[src/inc/shadow_nvm_regs.svh]
// register offsets, field positions and constants of the shadow update and nvm sequencer
// How it works
// - alignment control bit 3 low enables run-pulse suppression; high disables it.
// - alignment control bit 2 high powers down the output alignment circuitry.
// - alignment control bit 1 high powers down the distribution reference.
// - soft alignment bit high holds channels static; falling edge fires an alignment event.
// - writing 1 to update bit 0 copies buffer to active on the next clock edge.
// - the update request bit clears itself after the copy.
// - command segment at 0xA00-0xAFF lists ranges to save or restore.
// - command byte with bit 7 clear is a data transfer; set is an opcode.
// - low seven bits of a transfer command hold length minus one.
// - two bytes after a transfer command give the start address, high byte first.
// - opcodes with bit 7 set decode as apply-shadow or end-of-data; any other opcode is skipped.
// - apply-shadow opcode copies buffer to active like writing 0x01 to update.
// - end-of-data opcode stops the walk and ends the save or restore.
// - default segment moves buffer addresses 0x000-0x27F in five 128-byte chunks then issues apply-shadow.
// - store request bit starts a buffer-to-nvm save and clears itself when done.
// - read-only status bit reads 1 while a save or load runs, else 0.
`ifndef SHADOW_NVM_REGS_SVH
`define SHADOW_NVM_REGS_SVH

// ==========================================================
// widths
`define ADDR_W          12
`define DATA_W          8
`define SEG_AW          8
`define SEG_DEPTH       256
`define LEN_W           7

// ==========================================================
// register offsets
`define OFF_ALIGN_CTRL  12'h230
`define OFF_UPDATE      12'h232
`define OFF_SEG_BASE    12'hA00
`define OFF_SEG_LAST    12'hAFF
`define OFF_NVM_STATUS  12'hB00
`define OFF_NVM_LOAD    12'hB02
`define OFF_NVM_STORE   12'hB03

// ==========================================================
// field positions and values
`define BIT_REQ         0
`define BIT_LOAD        1
`define CMD_OP_BIT      7
`define ALIGN_CTRL_RST  4'h0
`define BYTE_ZERO       8'h00
`define ADDR_ONE        12'h001
`define PTR_ONE         8'h01
`define PTR_LAST        8'hFF
`define HDR_LIMIT       8'hFD
`define LEN_ZERO        7'h00
`define LEN_ONE         7'h01

// ==========================================================
// opcodes
`define OP_APPLY        8'hA0
`define OP_END          8'hFF

// ==========================================================
// default segment: contiguous chunks, then apply, then end
`define SEG_DEF_LEN     8'h7F
`define SEG_DEF_CHUNKS  5
`define SEG_DEF_STEP    12'h080

`endif

[src/inc/shadow_nvm_pkg.sv]
// types shared by the shadow update and nvm sequencer
`include "shadow_nvm_regs.svh"
package shadow_nvm_pkg;

   typedef struct packed {
      logic                 wr;
      logic                 rd;
      logic [`ADDR_W-1:0]   addr;
      logic [`DATA_W-1:0]   wdata;
   } reg_req_t;

   typedef struct packed {
      logic                 wr;
      logic [`ADDR_W-1:0]   addr;
      logic [`DATA_W-1:0]   wdata;
   } buf_port_t;

   typedef struct packed {
      logic                 req;
      logic                 store;
      logic [`ADDR_W-1:0]   addr;
      logic [`DATA_W-1:0]   wdata;
   } nvm_port_t;

   typedef struct packed {
      logic no_runt;
      logic align_pd;
      logic dref_pd;
      logic soft_align;
   } align_ctrl_t;

   typedef enum logic [6:0] {
      S_IDLE    = 7'b0000001,
      S_CMD     = 7'b0000010,
      S_ADDR_HI = 7'b0000100,
      S_ADDR_LO = 7'b0001000,
      S_BUF_RD  = 7'b0010000,
      S_NVM     = 7'b0100000,
      S_BUF_WR  = 7'b1000000
   } walk_state_t;

endpackage

[src/rtl/shadow_update_nvm_sequencer.sv]
// shadow update, system alignment controls and nvm command segment walker
`timescale 1ns/1ps
`include "shadow_nvm_regs.svh"
module shadow_update_nvm_sequencer
   import shadow_nvm_pkg::*;
(
   input  wire logic                clk,
   input  wire logic                sys_rst,
   input  wire reg_req_t            reg_req,
   output logic [`DATA_W-1:0]       reg_rdata,
   input  wire logic [`DATA_W-1:0]  buf_rdata,
   output buf_port_t                buf_port,
   output nvm_port_t                nvm_port,
   input  wire logic                nvm_ack,
   input  wire logic [`DATA_W-1:0]  nvm_rdata,
   output logic                     apply_shadow,
   output logic                     nvm_busy,
   output logic                     runt_suppress_en,
   output logic                     align_power_down,
   output logic                     dist_ref_power_down,
   output logic                     align_hold,
   output logic                     align_event
);

   // ==========================================================
   // default segment image
   function automatic logic [`DATA_W-1:0] seg_default(input int idx);
      logic [`ADDR_W-1:0] base;
      int                 chunk;
      chunk = idx / 3;
      base  = `ADDR_W'(chunk) * `SEG_DEF_STEP;
      if (chunk < `SEG_DEF_CHUNKS) begin
         case (idx % 3)
            0:       seg_default = `SEG_DEF_LEN;
            1:       seg_default = {4'h0, base[11:8]};
            default: seg_default = base[7:0];
         endcase
      end else if (idx == 3 * `SEG_DEF_CHUNKS) begin
         seg_default = `OP_APPLY;
      end else begin
         seg_default = `OP_END;
      end
   endfunction

   // ==========================================================
   // declarations
   logic [`DATA_W-1:0]  seg_mem [`SEG_DEPTH];
   align_ctrl_t         align_ctrl;
   logic                update_pending;
   logic                store_req;
   logic                load_req;
   align_ctrl_t         next_align_ctrl;
   logic                next_update_pending;
   logic                next_store_req;
   logic                next_load_req;
   logic [`DATA_W-1:0]  next_reg_rdata;

   walk_state_t         state;
   logic [`SEG_AW-1:0]  seg_ptr;
   logic [`LEN_W-1:0]   xfer_left;
   logic [`ADDR_W-1:0]  buf_addr;
   logic [`ADDR_W-1:0]  nvm_addr;
   logic [`DATA_W-1:0]  data_hold;
   logic                dir_store;
   logic                busy;
   logic                op_apply;
   walk_state_t         next_state;
   logic [`SEG_AW-1:0]  next_seg_ptr;
   logic [`LEN_W-1:0]   next_xfer_left;
   logic [`ADDR_W-1:0]  next_buf_addr;
   logic [`ADDR_W-1:0]  next_nvm_addr;
   logic [`DATA_W-1:0]  next_data_hold;
   logic                next_dir_store;
   logic                next_busy;
   logic                next_op_apply;

   logic [`DATA_W-1:0]  seg_byte;
   logic                seg_hit;
   logic [`SEG_AW-1:0]  seg_widx;
   logic                step;
   logic                finish;
   logic                wr_align;
   logic                wr_update;
   logic                wr_store;
   logic                wr_load;

   // ==========================================================
   // register decode
   assign seg_hit   = (reg_req.addr >= `OFF_SEG_BASE) && (reg_req.addr <= `OFF_SEG_LAST);
   assign seg_widx  = reg_req.addr[`SEG_AW-1:0];
   assign wr_align  = reg_req.wr && (reg_req.addr == `OFF_ALIGN_CTRL);
   assign wr_update = reg_req.wr && (reg_req.addr == `OFF_UPDATE);
   assign wr_store  = reg_req.wr && (reg_req.addr == `OFF_NVM_STORE);
   assign wr_load   = reg_req.wr && (reg_req.addr == `OFF_NVM_LOAD);
   assign seg_byte  = seg_mem[seg_ptr];

   // ==========================================================
   // command segment storage, host writable at any time
   always_ff @(posedge clk) begin
      if (sys_rst) begin
         for (int i = 0; i < `SEG_DEPTH; i++) begin
            seg_mem[i] <= seg_default(i);
         end
      end else if (reg_req.wr && seg_hit) begin
         seg_mem[seg_widx] <= reg_req.wdata;
      end
   end

   // ==========================================================
   // control registers
   always_comb begin
      next_align_ctrl = align_ctrl;
      if (wr_align) begin
         next_align_ctrl = align_ctrl_t'(reg_req.wdata[3:0]);
      end
      // one-cycle request: copy happens on the following edge, then it is gone
      next_update_pending = wr_update && reg_req.wdata[`BIT_REQ];
      // a new request is refused while a walk runs, so the finish clear cannot eat it
      next_store_req = store_req;
      next_load_req  = load_req;
      if (finish) begin
         next_store_req = 1'b0;
         next_load_req  = 1'b0;
      end
      if (!busy && wr_store && reg_req.wdata[`BIT_REQ]) begin
         next_store_req = 1'b1;
      end
      if (!busy && wr_load && reg_req.wdata[`BIT_LOAD]) begin
         next_load_req = 1'b1;
      end
      next_reg_rdata = reg_rdata;
      if (reg_req.rd) begin
         next_reg_rdata = `BYTE_ZERO;
         if (seg_hit) begin
            next_reg_rdata = seg_mem[seg_widx];
         end else begin
            case (reg_req.addr)
               `OFF_ALIGN_CTRL: next_reg_rdata = {4'h0, align_ctrl};
               `OFF_UPDATE:     next_reg_rdata = {7'h00, update_pending};
               `OFF_NVM_STATUS: next_reg_rdata = {7'h00, busy};
               `OFF_NVM_LOAD:   next_reg_rdata = {6'h00, load_req, 1'b0};
               `OFF_NVM_STORE:  next_reg_rdata = {7'h00, store_req};
               default:         next_reg_rdata = `BYTE_ZERO;
            endcase
         end
      end
   end

   always_ff @(posedge clk) begin
      if (sys_rst) begin
         align_ctrl     <= align_ctrl_t'(`ALIGN_CTRL_RST);
         update_pending <= 1'b0;
         store_req      <= 1'b0;
         load_req       <= 1'b0;
         reg_rdata      <= `BYTE_ZERO;
      end else begin
         align_ctrl     <= next_align_ctrl;
         update_pending <= next_update_pending;
         store_req      <= next_store_req;
         load_req       <= next_load_req;
         reg_rdata      <= next_reg_rdata;
      end
   end

   // ==========================================================
   // segment walker
   always_comb begin
      next_state     = state;
      next_seg_ptr   = seg_ptr;
      next_xfer_left = xfer_left;
      next_buf_addr  = buf_addr;
      next_nvm_addr  = nvm_addr;
      next_data_hold = data_hold;
      next_dir_store = dir_store;
      next_busy      = busy;
      next_op_apply  = 1'b0;
      step           = 1'b0;
      finish         = 1'b0;
      case (state)
         S_IDLE: begin
            if (store_req || load_req) begin
               next_dir_store = store_req;
               next_busy      = 1'b1;
               next_seg_ptr   = `BYTE_ZERO;
               next_nvm_addr  = '0;
               next_state     = S_CMD;
            end
         end
         S_CMD: begin
            if (!seg_byte[`CMD_OP_BIT]) begin
               // a header that would run off the segment ends the walk
               if (seg_ptr >= `HDR_LIMIT) begin
                  finish = 1'b1;
               end else begin
                  next_xfer_left = seg_byte[`LEN_W-1:0];
                  next_seg_ptr   = seg_ptr + `PTR_ONE;
                  next_state     = S_ADDR_HI;
               end
            end else if (seg_byte == `OP_END) begin
               finish = 1'b1;
            end else begin
               // unknown opcodes are skipped
               next_op_apply = (seg_byte == `OP_APPLY);
               next_seg_ptr  = seg_ptr + `PTR_ONE;
               finish        = (seg_ptr == `PTR_LAST);
            end
         end
         S_ADDR_HI: begin
            next_buf_addr[11:8] = seg_byte[3:0];
            next_seg_ptr        = seg_ptr + `PTR_ONE;
            next_state          = S_ADDR_LO;
         end
         S_ADDR_LO: begin
            next_buf_addr[7:0] = seg_byte;
            next_seg_ptr       = seg_ptr + `PTR_ONE;
            next_state         = dir_store ? S_BUF_RD : S_NVM;
         end
         S_BUF_RD: begin
            next_data_hold = buf_rdata;
            next_state     = S_NVM;
         end
         S_NVM: begin
            if (nvm_ack) begin
               if (dir_store) begin
                  step = 1'b1;
               end else begin
                  next_data_hold = nvm_rdata;
                  next_state     = S_BUF_WR;
               end
            end
         end
         S_BUF_WR: begin
            step = 1'b1;
         end
         default: begin
            next_state = S_IDLE;
            next_busy  = 1'b0;
         end
      endcase
      if (step) begin
         next_buf_addr = buf_addr + `ADDR_ONE;
         next_nvm_addr = nvm_addr + `ADDR_ONE;
         if (xfer_left == `LEN_ZERO) begin
            next_state = S_CMD;
         end else begin
            next_xfer_left = xfer_left - `LEN_ONE;
            next_state     = dir_store ? S_BUF_RD : S_NVM;
         end
      end
      if (finish) begin
         next_busy  = 1'b0;
         next_state = S_IDLE;
      end
   end

   always_ff @(posedge clk) begin
      if (sys_rst) begin
         state     <= S_IDLE;
         seg_ptr   <= `BYTE_ZERO;
         xfer_left <= `LEN_ZERO;
         buf_addr  <= '0;
         nvm_addr  <= '0;
         data_hold <= `BYTE_ZERO;
         dir_store <= 1'b0;
         busy      <= 1'b0;
         op_apply  <= 1'b0;
      end else begin
         state     <= next_state;
         seg_ptr   <= next_seg_ptr;
         xfer_left <= next_xfer_left;
         buf_addr  <= next_buf_addr;
         nvm_addr  <= next_nvm_addr;
         data_hold <= next_data_hold;
         dir_store <= next_dir_store;
         busy      <= next_busy;
         op_apply  <= next_op_apply;
      end
   end

   // ==========================================================
   // outputs
   assign apply_shadow   = update_pending | op_apply;
   assign nvm_busy       = busy;
   assign buf_port.wr    = (state == S_BUF_WR);
   assign buf_port.addr  = buf_addr;
   assign buf_port.wdata = data_hold;
   assign nvm_port.req   = (state == S_NVM);
   assign nvm_port.store = dir_store;
   assign nvm_port.addr  = nvm_addr;
   assign nvm_port.wdata = data_hold;

   align_control u_align (
      .clk                 (clk),
      .sys_rst             (sys_rst),
      .ctrl                (align_ctrl),
      .runt_suppress_en    (runt_suppress_en),
      .align_power_down    (align_power_down),
      .dist_ref_power_down (dist_ref_power_down),
      .align_hold          (align_hold),
      .align_event         (align_event)
   );

endmodule

[src/rtl/align_control.sv]
// alignment control outputs and soft alignment event detection
`timescale 1ns/1ps
`include "shadow_nvm_regs.svh"
module align_control
   import shadow_nvm_pkg::*;
(
   input  wire logic         clk,
   input  wire logic         sys_rst,
   input  wire align_ctrl_t  ctrl,
   output logic              runt_suppress_en,
   output logic              align_power_down,
   output logic              dist_ref_power_down,
   output logic              align_hold,
   output logic              align_event
);

   // ==========================================================
   // state
   align_ctrl_t  held;
   logic         event_q;
   align_ctrl_t  next_held;
   logic         next_event_q;

   always_comb begin
      next_held    = ctrl;
      // release of the hold fires one event
      next_event_q = held.soft_align & ~ctrl.soft_align;
   end

   always_ff @(posedge clk) begin
      if (sys_rst) begin
         held    <= align_ctrl_t'(`ALIGN_CTRL_RST);
         event_q <= 1'b0;
      end else begin
         held    <= next_held;
         event_q <= next_event_q;
      end
   end

   // ==========================================================
   // outputs
   assign runt_suppress_en    = ~held.no_runt;
   assign align_power_down    = held.align_pd;
   assign dist_ref_power_down = held.dref_pd;
   assign align_hold          = held.soft_align;
   assign align_event         = event_q;

endmodule

[config.mk]
export PLATFORM = sky130hd
export DESIGN_NAME = shadow_update_nvm_sequencer
export DESIGN_NICKNAME = d
export VERILOG_FILES = /design/src/inc/shadow_nvm_pkg.sv /design/src/rtl/shadow_update_nvm_sequencer.sv /design/src/rtl/align_control.sv
export VERILOG_INCLUDE_DIRS = /design/src /design/src/inc
export SDC_FILE = /design/constraint.sdc
export NUM_CORES = 2
export LEC_CHECK = 0
export ABC_AREA = 0
export BUFFER_PORTS_ARGS = -buffer_cell sky130_fd_sc_hd__buf_2
export CORE_MARGIN = 4
export CORE_UTILIZATION = 41
export CTS_CLUSTER_DIAMETER = 120
export DETAILED_ROUTE_END_ITERATION = 6
export PLACE_DENSITY = 0.54
export SLEW_MARGIN = 10
export SYNTH_ARGS = -nofsm -noshare
export SYNTH_HDL_FRONTEND = slang
export SYNTH_SLANG_ARGS = --single-unit
export TNS_END_PERCENT = 1
[constraint.sdc]
create_clock -name clk -period 13 [get_ports clk]
set_clock_uncertainty 0.05 [all_clocks]
set_input_delay 1.3 -clock clk [delete_from_list [all_inputs] [get_ports clk]]
set_output_delay 1.3 -clock clk [all_outputs]
set_load 0.01 [all_outputs]
# ---- Yosys cells after proc, flatten, opt, wreduce, memory -nomap -nowiden
# Memory sizes are Yosys's and may differ from the RTL's. A register that Yosys moved wholly into a read port is not among the register bits.
# Cells that the tools add are included.
dict set report word_totals {
  ram_bits 2048
  memories 1
  word_cells 156
  in_bits 41
  ff_bits 77
}
# name words width rd rd_ports_with_merged_regs wr line_no
set mem_list {}
lappend mem_list {seg_mem 256 8 2 1 256 shadow_update_nvm_sequencer.sv:47} ;# logic [`DATA_W-1:0] seg_mem [`SEG_DEPTH];
dict set report op_classes {
  eq_ne 26
  bitwise 7
  reduce_logical 33
  addsub 4
  muxes 59
  order_cmp 3
}
# operator count
set ops {}
lappend ops {{8-bit two-way mux} 19}
lappend ops {{7-bit two-way mux} 11}
lappend ops {{7-bit one-hot mux with 7 select lines} 1}
lappend ops {{12-bit two-way mux} 4}
lappend ops {{12-bit equality test, second input constant} 3}
lappend ops {{12-bit by 1-bit adder with 12-bit output, second input constant} 2}
lappend ops {{12-bit by 10-bit equality test with 1-bit output, second input constant} 2}
lappend ops {{8-bit equality test, second input constant} 3}
lappend ops {{8-bit one-hot mux with 3 select lines} 1}
lappend ops {{4-bit one-hot mux with 5 select lines} 1}
lappend ops {{1-bit two-way mux} 16}
lappend ops {{8-bit one-hot mux with 2 select lines} 1}
lappend ops {{3-bit != test, second input constant} 5}
lappend ops {{2-bit nonzero test} 7}
lappend ops {{12-bit greater-or-equal comparator, second input constant} 1}
lappend ops {{12-bit <= comparator, second input constant} 1}
lappend ops {{6-bit two-way mux} 2}
lappend ops {{1-bit logical AND} 11}
lappend ops {{8-bit by 1-bit adder with 8-bit output, second input constant} 1}
lappend ops {{8-bit greater-or-equal comparator, second input constant} 1}
lappend ops {{8-bit OR reduction} 1}
lappend ops {{7-bit by 1-bit equality test with 1-bit output, second input constant} 1}
lappend ops {{7-bit by 2-bit equality test with 1-bit output, second input constant} 1}
lappend ops {{7-bit by 3-bit equality test with 1-bit output, second input constant} 1}
lappend ops {{25 further kinds} 35}

# ---- Longest topological paths before layout
dict set report depth {
  word_depth 8
  mapped_depth 17
  mapped_depth_nobuf 10
}

# ---- By module
# A second synthesis with hierarchy kept.
dict set report unflattened {
  hier_cells 7965
  area_unflattened_um2 116066.3
}
# mod cells_per_inst area_each_um2 seq_area_each_um2 instances
set modules_own_cells {}
lappend modules_own_cells {shadow_update_nvm_sequencer 7954 115924.9 63100.5 1}
lappend modules_own_cells {align_control 11 141.4 100.1 1}

# ---- Worst setup path after synthesis
# Ideal clock, no wire load.
dict set report synth_path {
  path_type {input to register}
  start {input reg_req[8] (netlist name)}
  end {memory seg_mem[203][0] (netlist name) (enable)}
  arrival_ps 4548
  setup_ps 384
  cell_stages 12
  slack_ps 8018
  cell_sequence {buf_2 -> buf_2 -> buf_2 -> buf_2 -> buf_2 -> buf_2 -> nand2_1 -> or2_2 -> or2_2 -> clkbuf_1 -> buf_1 -> o21ai_0}
}
# item line_no
set synth_rtl {}
lappend synth_rtl {{from (decl)} shadow_update_nvm_sequencer.sv:9} ;# input wire reg_req_t reg_req,
lappend synth_rtl {{to (decl)} shadow_update_nvm_sequencer.sv:47}

==> summary by stage <==
Place
After legalization and detailed placement, the total HPWL measured 310 mm. In this run the tool buffered the top-level ports with 98 buffer cells. The congestion estimate from routability-driven global placement came to 0.996.

Synthesis
The cell area that synthesis handed to floorplanning was 0.115 mm2. When the netlist entered floorplanning its net count stood at 7950. The mean area per synthesized cell is 14.6 um2.

The register bit total from synthesis is 2133. The number of synthesized flops with an enable pin is 2048. The count of unique library cells instantiated by Yosys is 84. The share of synthesized area occupied by flip-flops and latches is 54.9%. The Yosys step of the flow raised 0 warnings. The most used flip-flop cell after synthesis is sky130_fd_sc_hd__edfxtp_1. In the synthesized netlist, the number of instances is 7902.

For this run, asynchronously set or reset flops after synthesis account for 0%.

Detailed routing
The detailed router finished its first iteration with 13.6k violations. For this block, the routed nets add up to 473 mm of wire. The routed layout has 81.1k vias. In the routed layout, each cell is associated on average with a via count of 6.98. The total DRC errors in the routed layout is 2. The final antenna-violating net count is 0.

For this run, the detailed router's first-pass iteration total came to 7. After detailed routing, the average wire length per cell comes to 40.7 um.

Global routing
The pin count of the biggest net entering global routing is 184. Global routing finished with a remaining overflow of 0. The number of antenna violations at the first check in global routing is 57. The via count of the first global-routing pass came to 77.0k. In the global route stage, overall resource usage came out at 32.2%. The first global-routing pass estimated 651 mm of wire.

CTS
Clock-pin slew was measured on the worst setup and hold paths at 0.06 ns. In this run the clock root is driven by a sky130_fd_sc_hd__clkbuf_16. The maximum clock insertion buffer count is 4. TritonCTS built the clock tree. The number of clock sinks seen by CTS is 2133.

The number of setup buffers added after CTS is 0. CTS built an H-tree with a depth of 4. The clock buffer count from CTS is 235. Buffers inserted to repair hold after CTS numbered 0.

The number of gates given a new drive strength after cts is 0. The clock latency on the worst-skew pair is 0.95 ns.

Pwr
The fraction of power spent switching nets is 24.6%. The power density over cell area is 130 mW/mm2. The largest voltage drop on the vdd net is 107 uV. The share of total power in the clock network is 42.4%. The total net switching power is 4.08 mW. The part of the power in registers is 48.6%. The portion of total power attributed to combinational logic is 9.0%.

In this run the static leakage power is 38.6 nW. The internal power summed over all cells is 12.5 mW.

Setup path
The number of cells on the worst reg-to-reg path is 12. The worst path arrival time is 7.69 ns. STA puts the critical path data required time at 13.76 ns.

The reg-to-reg setup timing slack is 6.07 ns. The critical path's slowest cell is sky130_fd_sc_hd__nor3_1. The most used cell along the critical path is sky130_fd_sc_hd__buf_4.

The endpoint kind of the worst setup timing path is a flop. The maximum cell stage delay along the critical path is 1.06 ns. The category of the critical setup timing path is reg2reg. The critical path endpoint is state[0]$_SDFFE_PP1P_.

The end of the worst register-to-register path is state[0]$_SDFFE_PP1P_. Walking the worst path, the cells encountered are buf_4, buf_4, mux4_2, mux2i_1, nor3_1, or4_1, nor3_1, nor4_2, buf_4, and4_4, or4_1, nand2b_1. The worst setup path is launched from a flop. Of all nets on the critical path, the largest fanout is 38.

Timing
The post-route worst hold slack is 0.427 ns. The actual slew at the worst max-slew pin is 1.46 ns. The remaining max-slew budget at the tightest pin is 0.128%. The total count of max-transition violations in the final report is 0.

Derived from the worst setup path, the maximum achievable clock frequency is 144 MHz. For the final routed database, the setup TNS stands at 0 ns. The post-route fraction of the period consumed by the critical path is 53.3%.

The minimum clock period is 6.93 ns. The final-report setup violation count is 0. Setup repair after global routing left no endpoint under its margin. The number of hold violations in the final report is 0.

Floorplan
The die covers 0.289 mm2. The site row count is 194. Once the floorplan was initialized, standard cells occupied 41.2% of the core. The height of the die is 538 um. The width of the chip is 538 um.

During I/O placement, the number of pins put on the boundary was 99. The core box area is 0.279 mm2.

Layout
The count of filler cells inserted in the layout is 24.2k. The layout net count is 7713. The area growth from synthesis to layout is 10.8%.

Measured on the finished design, the core utilization comes to 45.6%. In the final layout, the share of cells above drive strength 1 is 34.5%.

Outcome
The final reports fail on design-rule violations, max-capacitance violations. The run finished, with violations left.

Min path
The worst hold path class is reg2reg.

Run
Across the run, the number of max-cap violations was 1.
==> registers in the layout (all words and copies together), names as in the netlist, 4 cells and up, named ones only <==
register and count:
align_ctrl 4, buf_addr 12, data_hold 8, nvm_addr 12
reg_rdata 8, seg_mem 2048, seg_ptr 8, state 7
xfer_left 7
==> how the worst min path moves through the flow <==
stage                                        startpoint                             end  slack (ns)  depth (start not counted)
final                     u_align.align_hold$_SDFF_PP0_  u_align.align_event$_SDFF_PP0_        0.43                          1
after global placement         nvm_addr[6]$_SDFFE_PP0P_        nvm_addr[6]$_SDFFE_PP0P_        0.41                          1
after global routing      u_align.align_hold$_SDFF_PP0_  u_align.align_event$_SDFF_PP0_        0.45                          1
after floorplan              align_ctrl[0]$_SDFFE_PP0P_  u_align.align_event$_SDFF_PP0_        0.39                          1
after CTS                 u_align.align_hold$_SDFF_PP0_  u_align.align_event$_SDFF_PP0_        0.43                          1
after detailed placement  u_align.align_hold$_SDFF_PP0_  u_align.align_event$_SDFF_PP0_        0.42                          1
==> worst max-delay path: cells and delay by family, from the launching register on <==
family,cells,cell delay (ns)
muxes,2,0.92
DFF,1,0.83
and+or+nand+nor,7,3.06
buffers and inverters,3,1.79
==> power by group through the flow <==
stage                     registers [mW]  logic (mW)  clock network, mW
final                               8.06        1.48               7.03
after global routing                8.08        1.50               7.34
after CTS                           8.04        1.44               7.06
after floorplan                     8.08       0.843                  0
after detailed placement            8.19        1.43                  0
after global placement              8.17        1.42                  0
==> layout make-up <==
cell class	instances	area (um2)	area share, %
flip-flops and latches	2133	63200	49.6
multi-input cells	4798	48000	37.6
clock buffers	272	6080	4.77
well taps	3724	4660	3.65
repair buffers	475	3600	2.83
clock inverters	157	1760	1.38
inverters	22	97.6	0.0765
diodes	36	90.1	0.0706
==> cell usage after synthesis, drive strengths merged, types with 4 or more instances <==
cell type,number,area share (%)
a2111oi,12,0.097
a211oi,23,0.15
a21oi,98,0.43
a221oi,19,0.14
a22o,21,0.16
a22oi,150,0.98
a311oi,5,0.038
a31oi,18,0.098
a32oi,6,0.046
and2,29,0.16
and3,77,0.42
buf,256,1.4
clkbuf,693,2.3
dfxtp,85,1.5
edfxtp,2048,53
ha,7,0.076
inv,20,0.065
mux2,22,0.22
mux2i,188,1.6
mux4,1107,22
nand2,315,1.0
nand2b,49,0.27
nand3,242,1.1
nand3b,4,0.026
nand4,73,0.40
nand4b,4,0.030
nor2,144,0.47
nor2b,45,0.24
nor3,53,0.24
nor3b,8,0.061
nor4,18,0.11
nor4b,4,0.030
o211ai,13,0.085
o21ai,200,0.87
o22a,6,0.046
o22ai,31,0.17
o311ai,4,0.030
o31ai,10,0.065
o32ai,9,0.068
or2,681,3.7
or3,1056,5.7
or4,7,0.049
==> logic make-up after synthesis <==
group                      after synthesis  synth area share [%]
AOI/OAI and AO/OA                      653                  3.69
xor gates and xnor gates                 3                0.0228
adders and majority gates                7                0.0761
buffers and inverters                  971                  3.71
DFF                                   2133                  54.9
muxes                                 1317                  23.5
and+or+nand+nor                       2818                  14.1
==> metal layers <==
layer | GRT usage, % | wire length (um)
met1 | 43.5 | 176000
met2 | 46.7 | 205000
met3 | 10.7 | 64300
met4 | 16.1 | 28700
met5 | 0 | 100
==> stage by stage <==
step	setup WS, ns	total power, mW	std cells	instance area, um2
6_report	6.07	16.6	11600	128000
2_1_floorplan	8.02	8.92	7902	115000
5_1_grt	6.01	16.9	11600	127000
3_3_place_gp	5.79	9.60	11100	119000
3_5_place_dp	6.43	9.62	11200	120000
4_1_cts	6.42	16.5	11600	127000
==> placed cells by master (no fill, tap or decap), types with 35 or more instances in the layout <==
cell type and instances:
sky130_fd_sc_hd__nand2b_1 49, sky130_fd_sc_hd__mux2i_1 188, sky130_fd_sc_hd__clkinv_1 50, sky130_fd_sc_hd__nor2b_1 38
sky130_fd_sc_hd__nand3_1 234, sky130_fd_sc_hd__nor3_1 37, sky130_fd_sc_hd__o21ai_0 165, sky130_fd_sc_hd__diode_2 36
sky130_fd_sc_hd__nand2_1 303, sky130_fd_sc_hd__a21oi_1 98, sky130_fd_sc_hd__edfxtp_1 2048, sky130_fd_sc_hd__o21ai_1 35
sky130_fd_sc_hd__or3_1 1056, sky130_fd_sc_hd__clkinv_2 50, sky130_fd_sc_hd__nand4_1 73, sky130_fd_sc_hd__a22oi_1 150
sky130_fd_sc_hd__and3_1 75, sky130_fd_sc_hd__clkbuf_16 237, sky130_fd_sc_hd__bufinv_16 38, sky130_fd_sc_hd__mux4_2 1101
sky130_fd_sc_hd__buf_4 362, sky130_fd_sc_hd__nor2_1 127, sky130_fd_sc_hd__dfxtp_1 79, sky130_fd_sc_hd__buf_2 86
sky130_fd_sc_hd__or2_2 678
No activity file was read; power rests on OpenSTA's default activity.
